[src/hdl/pmc_params.svh]
`ifndef PMC_PARAMS_SVH
`define PMC_PARAMS_SVH

// register offsets on the plain register port (8-bit address)
`define PMC_CLK_CTRL_OFS      8'h00
`define PMC_MODE_STAT_OFS     8'h01
`define PMC_OPTION_OFS        8'h02

// clock control/status field positions
`define PMC_SLOW_EN_BIT       0
`define PMC_PRESCALE_LSB      1
`define PMC_PRESCALE_MSB      2
`define PMC_OSC_IRQ_EN_BIT    3

// option register field positions
`define PMC_WDG_HALT_BIT      0
`define PMC_LONG_DELAY_BIT    1
`define PMC_FLASH_PART_BIT    2

// reset values
`define PMC_CLK_CTRL_RST      8'h00
`define PMC_OPTION_RST        8'h00

// instruction opcodes
`define PMC_HALT_OPCODE       8'h8E
`define PMC_WFI_OPCODE        8'h8F

// interrupt-mask pattern forced on low-power entry
`define PMC_MASK_ENABLE_ALL   2'b10

// stabilisation delays in master clock cycles
`define PMC_DELAY_SHORT       13'd256
`define PMC_DELAY_LONG        13'd4096

`endif

[src/hdl/pmc_pkg.sv]
package pmc_pkg;

  // power modes, binary codes
  typedef enum logic [2:0] {
    MODE_RUN         = 3'b000,
    MODE_WAIT        = 3'b001,
    MODE_ACTIVE_HALT = 3'b010,
    MODE_HALT        = 3'b011,
    MODE_STABILISE   = 3'b100
  } pm_mode_t;

endpackage

[src/hdl/power_mode_controller.sv]
`timescale 1ns/10ps
`include "pmc_params.svh"

module power_mode_controller (
  input  wire logic       ref_clk,
  input  wire logic       reset_n,
  // register port
  input  wire logic [7:0] reg_addr,
  input  wire logic [7:0] reg_wdata,
  input  wire logic       reg_write,
  input  wire logic       reg_read,
  output logic      [7:0] reg_rdata,
  // cpu core
  input  wire logic       opcode_valid,
  input  wire logic [7:0] opcode,
  input  wire logic       irq_pending,
  input  wire logic       rtc_irq,
  input  wire logic       spi_slave_irq,
  input  wire logic       halt_wake_irq,
  input  wire logic       watchdog_active,
  output logic            cpu_clk_en,
  output logic            irq_mask_force,
  output logic      [1:0] irq_mask_value,
  output logic            cpu_wakeup,
  // clock tree
  output logic            periph_clk_en,
  output logic            rtc_clk_en,
  output logic            osc_enable,
  output logic            watchdog_reset_req,
  output logic      [2:0] power_mode
);

  // ****************************************
  // registers
  // ****************************************

  logic [7:0]       clock_ctrl_status_reg; // slow and osc irq control
  logic [7:0]       option_reg;            // option byte image
  pmc_pkg::pm_mode_t mode_reg;             // current power mode
  pmc_pkg::pm_mode_t mode_next;
  logic             slow_wait_reg;         // wait entered while slow

  // ****************************************
  // field decode
  // ****************************************

  logic       slow_enable;
  logic [1:0] slow_prescale_sel;
  logic       osc_irq_enable;
  logic       watchdog_halt_option;
  logic       long_delay;
  logic       flash_part;

  assign slow_enable       = clock_ctrl_status_reg[`PMC_SLOW_EN_BIT];
  assign slow_prescale_sel =
    clock_ctrl_status_reg[`PMC_PRESCALE_MSB:`PMC_PRESCALE_LSB];
  assign osc_irq_enable    = clock_ctrl_status_reg[`PMC_OSC_IRQ_EN_BIT];
  assign watchdog_halt_option = option_reg[`PMC_WDG_HALT_BIT];
  assign long_delay        = option_reg[`PMC_LONG_DELAY_BIT];
  assign flash_part        = option_reg[`PMC_FLASH_PART_BIT];

  // ****************************************
  // instruction and wake decode
  // ****************************************

  logic halt_instr;
  logic wait_for_irq_instr;
  logic halt_to_reset;    // watchdog reset instead of halt
  logic active_wake;      // wake source for active-halt
  logic full_wake;        // wake source for full halt
  logic in_run;

  assign in_run             = (mode_reg == pmc_pkg::MODE_RUN);
  assign halt_instr         = in_run && opcode_valid &&
                              (opcode == `PMC_HALT_OPCODE);
  assign wait_for_irq_instr = in_run && opcode_valid &&
                              (opcode == `PMC_WFI_OPCODE);
  // watchdog reset only when halt would be full halt
  assign halt_to_reset      = halt_instr && watchdog_active &&
                              watchdog_halt_option &&
                              !osc_irq_enable;
  // flash parts ignore all but rtc
  assign active_wake        = rtc_irq ||
                              (!flash_part && irq_pending);
  assign full_wake          = halt_wake_irq || spi_slave_irq;

  // ****************************************
  // submodules
  // ****************************************

  logic cpu_tick;   // divided cpu/peripheral rate
  logic stab_start; // oscillator restart pulse
  logic stab_done;  // delay elapsed

  slow_clock_divider u_div (
    .ref_clk           (ref_clk),
    .reset_n           (reset_n),
    .slow_enable       (slow_enable),
    .slow_prescale_sel (slow_prescale_sel),
    .tick              (cpu_tick)
  );

  // delay counts on master rate while oscillator restarts
  stabilise_counter u_stab (
    .ref_clk    (ref_clk),
    .reset_n    (reset_n),
    .start      (stab_start),
    .cpu_tick   (1'b1),
    .long_delay (long_delay),
    .done       (stab_done)
  );

  assign stab_start = (mode_reg == pmc_pkg::MODE_HALT) && full_wake;

  // ****************************************
  // mode sequencer
  // ****************************************

  // next mode selection
  always_comb begin
    mode_next = mode_reg;
    unique case (mode_reg)
      pmc_pkg::MODE_RUN: begin
        if (halt_instr && !halt_to_reset) begin
          // pending irq wakes at once after mask is opened
          if (irq_pending) begin
            mode_next = pmc_pkg::MODE_RUN;
          end else if (osc_irq_enable) begin
            mode_next = pmc_pkg::MODE_ACTIVE_HALT;
          end else begin
            mode_next = pmc_pkg::MODE_HALT;
          end
        end else if (wait_for_irq_instr && !irq_pending) begin
          mode_next = pmc_pkg::MODE_WAIT;
        end
      end
      pmc_pkg::MODE_WAIT: begin
        if (irq_pending) begin
          mode_next = pmc_pkg::MODE_RUN;
        end
      end
      pmc_pkg::MODE_ACTIVE_HALT: begin
        if (active_wake) begin
          mode_next = pmc_pkg::MODE_RUN;
        end
      end
      pmc_pkg::MODE_HALT: begin
        if (full_wake) begin
          mode_next = pmc_pkg::MODE_STABILISE;
        end
      end
      pmc_pkg::MODE_STABILISE: begin
        if (stab_done) begin
          mode_next = pmc_pkg::MODE_RUN;
        end
      end
      default: begin
        mode_next = pmc_pkg::MODE_RUN;
      end
    endcase
  end

  // mode register; reset lands in run
  always_ff @(posedge ref_clk) begin
    if (!reset_n) begin
      mode_reg <= pmc_pkg::MODE_RUN;
    end else begin
      mode_reg <= mode_next;
    end
  end

  // slow-wait marker, kept while waiting
  always_ff @(posedge ref_clk) begin
    if (!reset_n) begin
      slow_wait_reg <= 1'b0;
    end else if (in_run && mode_next == pmc_pkg::MODE_WAIT) begin
      slow_wait_reg <= slow_enable;
    end else if (mode_next == pmc_pkg::MODE_RUN) begin
      slow_wait_reg <= 1'b0;
    end
  end

  // ****************************************
  // clock gating and core controls
  // ****************************************

  logic entering_low;   // halt (not watchdog reset) or wfi opcode taken this cycle
  logic cpu_run_next;
  logic periph_next;
  logic rtc_next;
  logic osc_next;
  logic wake_next;

  assign entering_low = (halt_instr && !halt_to_reset) ||
                        wait_for_irq_instr;
  assign cpu_run_next = (mode_next == pmc_pkg::MODE_RUN) && cpu_tick;
  // wait keeps peripherals, slow-wait at divided rate
  assign periph_next  = ((mode_next == pmc_pkg::MODE_RUN) ||
                         (mode_next == pmc_pkg::MODE_WAIT)) &&
                        cpu_tick;
  // rtc runs except in halt and stabilise
  assign rtc_next     = (mode_next != pmc_pkg::MODE_HALT) &&
                        (mode_next != pmc_pkg::MODE_STABILISE);
  assign osc_next     = (mode_next != pmc_pkg::MODE_HALT);
  // leaving a low-power mode restarts the core (core stacks cc)
  assign wake_next    = !in_run && (mode_next == pmc_pkg::MODE_RUN);

  // registered outputs toward core and clock tree
  always_ff @(posedge ref_clk) begin
    if (!reset_n) begin
      cpu_clk_en         <= 1'b1;
      periph_clk_en      <= 1'b1;
      rtc_clk_en         <= 1'b1;
      osc_enable         <= 1'b1;
      irq_mask_force     <= 1'b0;
      irq_mask_value     <= 2'b00;
      cpu_wakeup         <= 1'b0;
      watchdog_reset_req <= 1'b0;
      power_mode         <= 3'b000;
    end else begin
      cpu_clk_en         <= cpu_run_next;
      periph_clk_en      <= periph_next;
      rtc_clk_en         <= rtc_next;
      osc_enable         <= osc_next;
      irq_mask_force     <= entering_low;
      irq_mask_value     <= `PMC_MASK_ENABLE_ALL;
      cpu_wakeup         <= wake_next;
      watchdog_reset_req <= halt_to_reset;
      power_mode         <= mode_next;
    end
  end

  // ****************************************
  // register port
  // ****************************************

  logic       hit_ctrl;
  logic       hit_stat;
  logic       hit_opt;
  logic [7:0] rdata_next;

  assign hit_ctrl = (reg_addr == `PMC_CLK_CTRL_OFS);
  assign hit_stat = (reg_addr == `PMC_MODE_STAT_OFS);
  assign hit_opt  = (reg_addr == `PMC_OPTION_OFS);

  // unmapped addresses read zero; stat shows mode and slow-wait
  assign rdata_next = hit_ctrl ? clock_ctrl_status_reg :
                      hit_stat ? {4'h0, slow_wait_reg, mode_reg} :
                      hit_opt  ? option_reg : 8'h00;

  // software writes; low bits only are implemented
  always_ff @(posedge ref_clk) begin
    if (!reset_n) begin
      clock_ctrl_status_reg <= `PMC_CLK_CTRL_RST;
      option_reg            <= `PMC_OPTION_RST;
    end else if (reg_write) begin
      if (hit_ctrl) begin
        clock_ctrl_status_reg <= {4'h0, reg_wdata[3:0]};
      end
      if (hit_opt) begin
        option_reg <= {5'h00, reg_wdata[2:0]};
      end
    end
  end

  // read data valid the cycle after the strobe
  always_ff @(posedge ref_clk) begin
    if (!reset_n) begin
      reg_rdata <= 8'h00;
    end else begin
      reg_rdata <= reg_read ? rdata_next : 8'h00;
    end
  end

endmodule // power_mode_controller

[src/hdl/slow_clock_divider.sv]
`timescale 1ns/10ps
`include "pmc_params.svh"

// ****************************************
// divided cpu/peripheral clock enable
// ****************************************
module slow_clock_divider (
  input  wire logic       ref_clk,
  input  wire logic       reset_n,
  input  wire logic       slow_enable,
  input  wire logic [1:0] slow_prescale_sel,
  output logic            tick
);

  logic [3:0] count_reg;   // free-running divider
  logic [3:0] count_next;
  logic [3:0] limit;       // terminal count for selected ratio
  logic       tick_next;

  // ratio 2,4,8,16: terminal = 2^(sel+1)-1
  // shift amount kept 3 bits wide so sel=3 gives 4, not a wrap to 0
  assign limit      = 4'(({3'b000, 1'b1} << ({1'b0, slow_prescale_sel}
                      + 3'd1)) - 4'h1);
  assign tick_next  = !slow_enable || (count_reg >= limit);
  assign count_next = tick_next ? 4'h0 : 4'(count_reg + 4'h1);

  // tick every cycle when not slow, else once per ratio
  always_ff @(posedge ref_clk) begin
    if (!reset_n) begin
      count_reg <= 4'h0;
      tick      <= 1'b1;
    end else begin
      count_reg <= count_next;
      tick      <= tick_next;
    end
  end

endmodule // slow_clock_divider

[src/hdl/stabilise_counter.sv]
`timescale 1ns/10ps
`include "pmc_params.svh"

// ****************************************
// oscillator stabilisation counter
// ****************************************
module stabilise_counter (
  input  wire logic ref_clk,
  input  wire logic reset_n,
  input  wire logic start,
  input  wire logic cpu_tick,
  input  wire logic long_delay,
  output logic      done
);

  logic [12:0] count_reg;  // cpu cycles counted so far
  logic [12:0] target;     // selected length
  logic        busy_reg;

  assign target = long_delay ? `PMC_DELAY_LONG : `PMC_DELAY_SHORT;

  // counts cpu cycles from oscillator restart
  always_ff @(posedge ref_clk) begin
    if (!reset_n) begin
      count_reg <= 13'h0000;
      busy_reg  <= 1'b0;
      done      <= 1'b0;
    end else begin
      done <= 1'b0;
      if (start) begin
        count_reg <= 13'h0000;
        busy_reg  <= 1'b1;
      end else if (busy_reg && cpu_tick) begin
        if (count_reg == 13'(target - 13'h0001)) begin
          busy_reg <= 1'b0;
          done     <= 1'b1;
        end else begin
          count_reg <= 13'(count_reg + 13'h0001);
        end
      end
    end
  end

endmodule // stabilise_counter

[config.mk]
export PLATFORM = sky130hd
export DESIGN_NAME = power_mode_controller
export DESIGN_NICKNAME = d
export VERILOG_FILES = /design/src/hdl/pmc_pkg.sv /design/src/hdl/power_mode_controller.sv /design/src/hdl/slow_clock_divider.sv /design/src/hdl/stabilise_counter.sv
export VERILOG_INCLUDE_DIRS = /design/src /design/src/hdl
export SDC_FILE = /design/constraint.sdc
export NUM_CORES = 1
export LEC_CHECK = 0
export BUFFER_PORTS_ARGS = -buffer_cell sky130_fd_sc_hd__buf_2
export CAP_MARGIN = 20
export CORE_UTILIZATION = 48
export CTS_CLUSTER_DIAMETER = 200
export DETAILED_ROUTE_END_ITERATION = 7
export PLACE_DENSITY = 0.8
export SYNTH_ARGS = -nofsm -noshare
export SYNTH_HDL_FRONTEND = slang
export SYNTH_SLANG_ARGS = --single-unit
[constraint.sdc]
create_clock -name ref_clk -period 1.52 [get_ports ref_clk]
set_input_delay 0.152 -clock ref_clk [delete_from_list [all_inputs] [get_ports ref_clk]]
set_output_delay 0.152 -clock ref_clk [all_outputs]
set_load 0.01 [all_outputs]
# Word level (Yosys, flattened, before mapping)
# Cells that the tools add are included.
[totals] in_bits=34 output_inout_bits=20 regBits=48 word_cells=100
[classes] reduce_logical=38 n_mux=20 add_sub_neg=5 eq_ne=12 bitwise=4 order_cmp=1 shifts=1
[ops] operator="3-bit 2-to-1 mux" n=7
[ops] operator="8-bit == test (second input constant)" n=2
[ops] operator="1-bit logical AND" n=15
[ops] operator="3-bit case mux with 5 select lines" n=1
[ops] operator="13-bit by 1-bit adder with 13-bit output (second input constant)" n=1
[ops] operator="13-bit == test" n=1
[ops] operator="13-bit 2-to-1 mux" n=1
[ops] operator="13-bit by 1-bit subtractor with 13-bit output (second input constant)" n=1
[ops] operator="8-bit by 1-bit == test with 1-bit output (second input constant)" n=1
[ops] operator="8-bit by 2-bit == test with 1-bit output (second input constant)" n=1
[ops] operator="8-bit logical NOT" n=1
[ops] operator="4-bit 2-to-1 mux" n=2
[ops] operator="2-bit AND reduction" n=4
[ops] operator="1-bit 2-to-1 mux" n=7
[ops] operator="3-bit by 1-bit == test with 1-bit output (second input constant)" n=2
[ops] operator="3-bit by 2-bit == test with 1-bit output (second input constant)" n=2
[ops] operator="1-bit logical NOT" n=6
[ops] operator="3-bit logical NOT" n=2
[ops] operator="3-bit OR reduction" n=2
[ops] operator="1-bit logical OR" n=5
[ops] operator="4-bit by 1-bit adder with 4-bit output (second input constant)" n=1
[ops] operator="4-bit >= comparator" n=1
[ops] operator="2-bit 2-to-1 mux" n=2
[ops] operator="1-bit NOT" n=4
[ops] operator="other kinds (8)" n=9

# Logic depth before layout (Yosys ltp)
[depth] word_depth=13 depth_mapped=6 mapped_depth_nobuf=6

# Modules after synthesis
# Synthesis repeated with hierarchy kept, for this count alone.
[unflattened] cells_unflattened=235 hier_area_um2=2145.8
[modules_own_cells] mod="power_mode_controller" cells_each=111 area_each_um2=1054.8 instances=1 seq_area_each_um2=460.4
[modules_own_cells] mod="stabilise_counter" cells_each=92 area_each_um2=793.3 instances=1 seq_area_each_um2=300.3
[modules_own_cells] mod="slow_clock_divider" cells_each=32 area_each_um2=297.8 instances=1 seq_area_each_um2=100.1

# Least setup slack after synthesis
# Ideal clock, no wire load.
[synth_timing] path_type="reg-to-reg" start="register u_stab.count_reg[0]" end="register u_stab.count_reg[2]" setup_time_ps=143 period_less_slack_ps=1509 stages_incl_launch_ff=7 path_buffers=1 path_slack_ps=11 required_time_ps=1377 t_arrival_ps=1367 cell_sequence="dfxtp_1 > ha_1 > and3_1 > and2_1 > buf_4 > a21oi_1 > a311oi_1"
[synth_between] elab_chain_cells=3 elab_cells_between_ends=4 cone_classes="1 x add/sub; 1 x eq/ne; 1 x bitwise; 1 x reduce/logical"
[synth_lines] item="start: declaration" line_no="stabilise_counter.sv:16" source="logic [12:0] count_reg;"
[synth_lines] item="start signal: assignment" line_no="stabilise_counter.sv:38" source="count_reg <= 13'(count_reg + 13'h0001);"
[synth_lines] item="branches (longest 3 deep; another with 13-bit by 1-bit adder with 13-bit output)"
# Parallel ways; which one is timed is not known.
# A chain may end at the register's enable or synchronous reset.

# Worst setup path after layout
[layout_timing] start="register u_stab.count_reg[11]" end="register u_stab.count_reg[0]"
[layout_between] elab_chain_cells=3
[layout_lines] item="13-bit == test" line_no="stabilise_counter.sv:34" source="if (count_reg == 13'(target - 13'h0001)) begin"
[layout_lines] item="1-bit NOT (no line)"
[layout_lines] item="2-bit AND reduction (no line)"
# Every way passes these cells.

==> flow_summary_export.csv <==
group,metric,value,unit
routing,post_drt_via_cell_ratio,5.60,
logic_synthesis,syn-cell-area,2160,um^2
finish,drive_above_1_share,37.0,%
worst_setup_path,r2r_setup_slack,-0.009,ns
power_and_ir_drop,pwr_density_cell,670,nW/um^2
logic_synthesis,yosysTopAreaCell,"sky130_fd_sc_hd__dfxtp_1",
die,core_region_area,4350,um^2
die,fp.dieW,69.2,um
routing,drtPass1Iterations,4,
grt,grt.overflow.total,0,
grt,grt_pass1_vias,2027,
logic_synthesis,post_synth_num_cell_types,53,
worst_setup_path,setup.worst_path.start,"u_stab.count_reg[11]",
sta,grt_setup_unrepaired,"yes",
clock_tree,clk_pin_slew_worst_paths,0.08,ns
status,violations_in_the_final_reports,"negative setup slack",
logic_synthesis,yosys_register_bits,43,
logic_synthesis,synthTopCellsByCount,"43 x sky130_fd_sc_hd__dfxtp_1, 26 x sky130_fd_sc_hd__nand2_1, 14 x sky130_fd_sc_hd__a21oi_1, 14 x sky130_fd_sc_hd__mux2i_1",
die,row_count,24,
status,status,"complete, but fails checks",
logic_synthesis,synthCells,245,
clock_tree,postCtsSetupBuffers,0,
logic_synthesis,postSynthAreaPerCell,8.84,um^2
clock_tree,clk_root_buffer_cell,"sky130_fd_sc_hd__clkbuf_8",
grt,global_route.usage.met1,28.2,%
logic_synthesis,yosys-top-cells-area,"sky130_fd_sc_hd__dfxtp_1 40%, sky130_fd_sc_hd__mux2i_1 6.5%, sky130_fd_sc_hd__nand2_1 4.5%",
routing,drt-initial-drc-count,89,
worst_setup_path,endpoint_kind,"register",
worst_setup_path,cp_data_required_time,1.73,ns
min_path,hp-class,"in2reg",
clock_tree,cts-hold-fix-buffers,0,
grt,first_pass_grt_wire_length,8.80,mm
worst_setup_path,rr_worst_depth,5,
clock_tree,clock_sinks,43,
finish,post_layout_nonfiller_instances,376,
grt,grt_most_used_layer,"met2",
grt,globalRouteMet2Util,36.8,%
placed_design,dpl-instance-area,2680,um^2
worst_setup_path,sort_of_element_at_the_start_of_the_critical_path,"register",
sta,final_min_period_over_clock_period,101,%
worst_setup_path,r2r_start,"u_stab.count_reg[11]",
finish,fin_area,2860,um^2
sta,finalCriticalPeriod,1.53,ns
finish,multi_input_comb_area,1320,um^2
placed_design,place_congestion,0.809,
finish,area_delta_synth_final,32.1,%
finish,antenna_cells_inserted,0,
routing,drc_errors,0,
sta,finalWorstSetupSlack,-0.00932,ns
logic_synthesis,count_of_synthesis_stage_warnings_from_yosys,0,
logic_synthesis,synth_top_area_share,39.8,%
job,number_of_max_cap_violations,0,
sta,fin_skew,0.00986,ns
logic_synthesis,synth-seq-area-share,39.8,%
finish,layout.filler_cells,353,
worst_setup_path,cp_data_arrival_time,1.74,ns
sta,final-setup-viol-count,1,
power_and_ir_drop,ir_worst_vdd,0.535,mV
worst_setup_path,critPathKind,"reg2reg",
logic_synthesis,async_flop_share,0,%
grt,grt_max_degree,16,
die,die-area,4780,um^2
worst_setup_path,timing.critical_path.to,"u_stab.count_reg[0]",
sta,highest_achievable_clock_rate,0.654,GHz
finish,largest_register_ffs,13,
grt,global_route.usage.met3,5.12,%
clock_tree,clock_tree.buffer_depth,2,
clock_tree,cts_tree,"built",
worst_setup_path,cp_max_fo,8,
routing,routedWlPerCell,13.3,um
clock_tree,clk_latency,0.29,ns
die,floorplan.initialDensity,49.7,%
sta,final-hold-violation-count,0,
routing,num_vias,2105,
routing,wirelength,5.00,mm
die,i_o_pin_count,54,
power_and_ir_drop,static-leakage-power,0.00121,uW
sta,maxSlewViolCount,0,
grt,antenna_found_initial,0,
finish,design.final.nets,365,
grt,grt_usage,22.2,%
die,die-height,69.2,um
placed_design,dpl.hpwl,3.74,mm
worst_setup_path,regToRegEndpoint,"u_stab.count_reg[0]",
logic_synthesis,postSynth.topFlopCell,"sky130_fd_sc_hd__dfxtp_1",
logic_synthesis,synth-edff-count,0,
placed_design,dp_cells,370,
logic_synthesis,post-synth-top-count-cell,"sky130_fd_sc_hd__dfxtp_1",
placed_design,io_buffer_count,44,
clock_tree,cts_made_buffers,5,
clock_tree,clock_tree.htree_level_count,2,
finish,ff_latch_area,875,um^2
routing,ant_nets,0,
==> metrics by stage <==
stage / power (uW) / worst slack (ns) / util [%] / setup TNS (ns) / hold slack [ns]
3_3_place_gp: 1270 / 0.00282 / 61.4 / 0 / 0.419
5_1_grt: 1990 / -0.0556 / 65.7 / -0.266 / 0.113
3_5_place_dp: 1280 / -0.0454 / 61.4 / -0.124 / 0.410
6_report: 1920 / -0.00932 / 65.7 / -0.00932 / 0.117
4_1_cts: 1920 / 0.00115 / 63.3 / 0 / 0.112
2_1_floorplan: 1220 / 0.0107 / - / 0 / 0.180
==> routing by layer <==
layer / up-vias / part of all wire [%]
li1: 1047 / -
met1: 994 / 47
met2: 54 / 47
met3: 10 / 4.4
met4: 0 / 1.8
met5: - / 0
==> worst min-delay path by stage <==
stage,start,to,slack (ns),cells after the start
final,reg_wdata[3],clock_ctrl_status_reg[3],0.12,3
after global routing,reg_wdata[3],clock_ctrl_status_reg[3],0.11,3
after CTS,reg_wdata[3],clock_ctrl_status_reg[3],0.11,3
after detailed placement,reg_wdata[3],clock_ctrl_status_reg[3],0.41,3
after global placement,reg_wdata[3],clock_ctrl_status_reg[3],0.42,3
after floorplan,reset_n,irq_mask_value[1],0.18,0
==> where the power goes <==
group	switching, uW	internal, uW	total, uW	leakage [uW]
combinational	67.7	57.4	125	0.000817
clock	358	307	664	0.0000371
sequential	0.549	1130	1130	0.000352
==> placed cells by master, fill, tap and decap left out, types with 3 or more instances in the layout <==
| master | count |
|---|---|
| sky130_fd_sc_hd__dfxtp_1 | 34 |
| sky130_fd_sc_hd__dfxtp_2 | 8 |
| sky130_fd_sc_hd__inv_1 | 7 |
| sky130_fd_sc_hd__nor2_1 | 13 |
| sky130_fd_sc_hd__nand3b_1 | 3 |
| sky130_fd_sc_hd__clkbuf_8 | 5 |
| sky130_fd_sc_hd__buf_4 | 38 |
| sky130_fd_sc_hd__a2111oi_0 | 3 |
| sky130_fd_sc_hd__o211ai_1 | 3 |
| sky130_fd_sc_hd__and2_1 | 3 |
| sky130_fd_sc_hd__nand2_1 | 26 |
| sky130_fd_sc_hd__nor3_1 | 3 |
| sky130_fd_sc_hd__nand3_1 | 7 |
| sky130_fd_sc_hd__ha_1 | 5 |
| sky130_fd_sc_hd__nand4_1 | 7 |
| sky130_fd_sc_hd__a21oi_1 | 11 |
| sky130_fd_sc_hd__a2111o_1 | 3 |
| sky130_fd_sc_hd__mux2i_1 | 14 |
| sky130_fd_sc_hd__a21oi_2 | 3 |
| sky130_fd_sc_hd__o21ai_0 | 5 |
| sky130_fd_sc_hd__buf_2 | 44 |
| sky130_fd_sc_hd__a211oi_2 | 4 |
| sky130_fd_sc_hd__conb_1 | 6 |
| sky130_fd_sc_hd__o21ai_1 | 3 |
| sky130_fd_sc_hd__nand2b_1 | 13 |
| sky130_fd_sc_hd__nor2b_1 | 5 |
==> logic make-up after synthesis <==
logic type,Yosys count,share of synthesized area [%]
compound gates,52,16.4
simple gates,106,28.1
xor+xnor,2,0.809
buf+inv,20,4.68
flops,43,39.8
fa+ha+maj,6,3.47
mux,14,6.47
other cells,2,0.347
==> final cells by class <==
cell class,instances,area share (%)
Clock buffer,6,2.54
Inverter,7,0.919
Multi-Input combinational cell,186,46.0
Sequential cell,43,30.6
Tap cell,52,2.28
Timing Repair Buffer,82,17.7
==> worst max-delay path, cell delays in order (launching register included) <==
cell and delay, ns:
sky130_fd_sc_hd__dfxtp_2 0.34, sky130_fd_sc_hd__and4_4 0.19, sky130_fd_sc_hd__a32o_2 0.32, sky130_fd_sc_hd__buf_4 0.18, sky130_fd_sc_hd__a2111o_1 0.35, sky130_fd_sc_hd__o21ai_0 0.07
==> repair_timing <==
item / in CTS / in global routing
pin swaps: 1 / 9
gates resized for setup: 5 / 30
cloned: 0 / 0
setup endpoints to repair: 10 / 26
No activity file was read; power rests on OpenSTA's default activity.
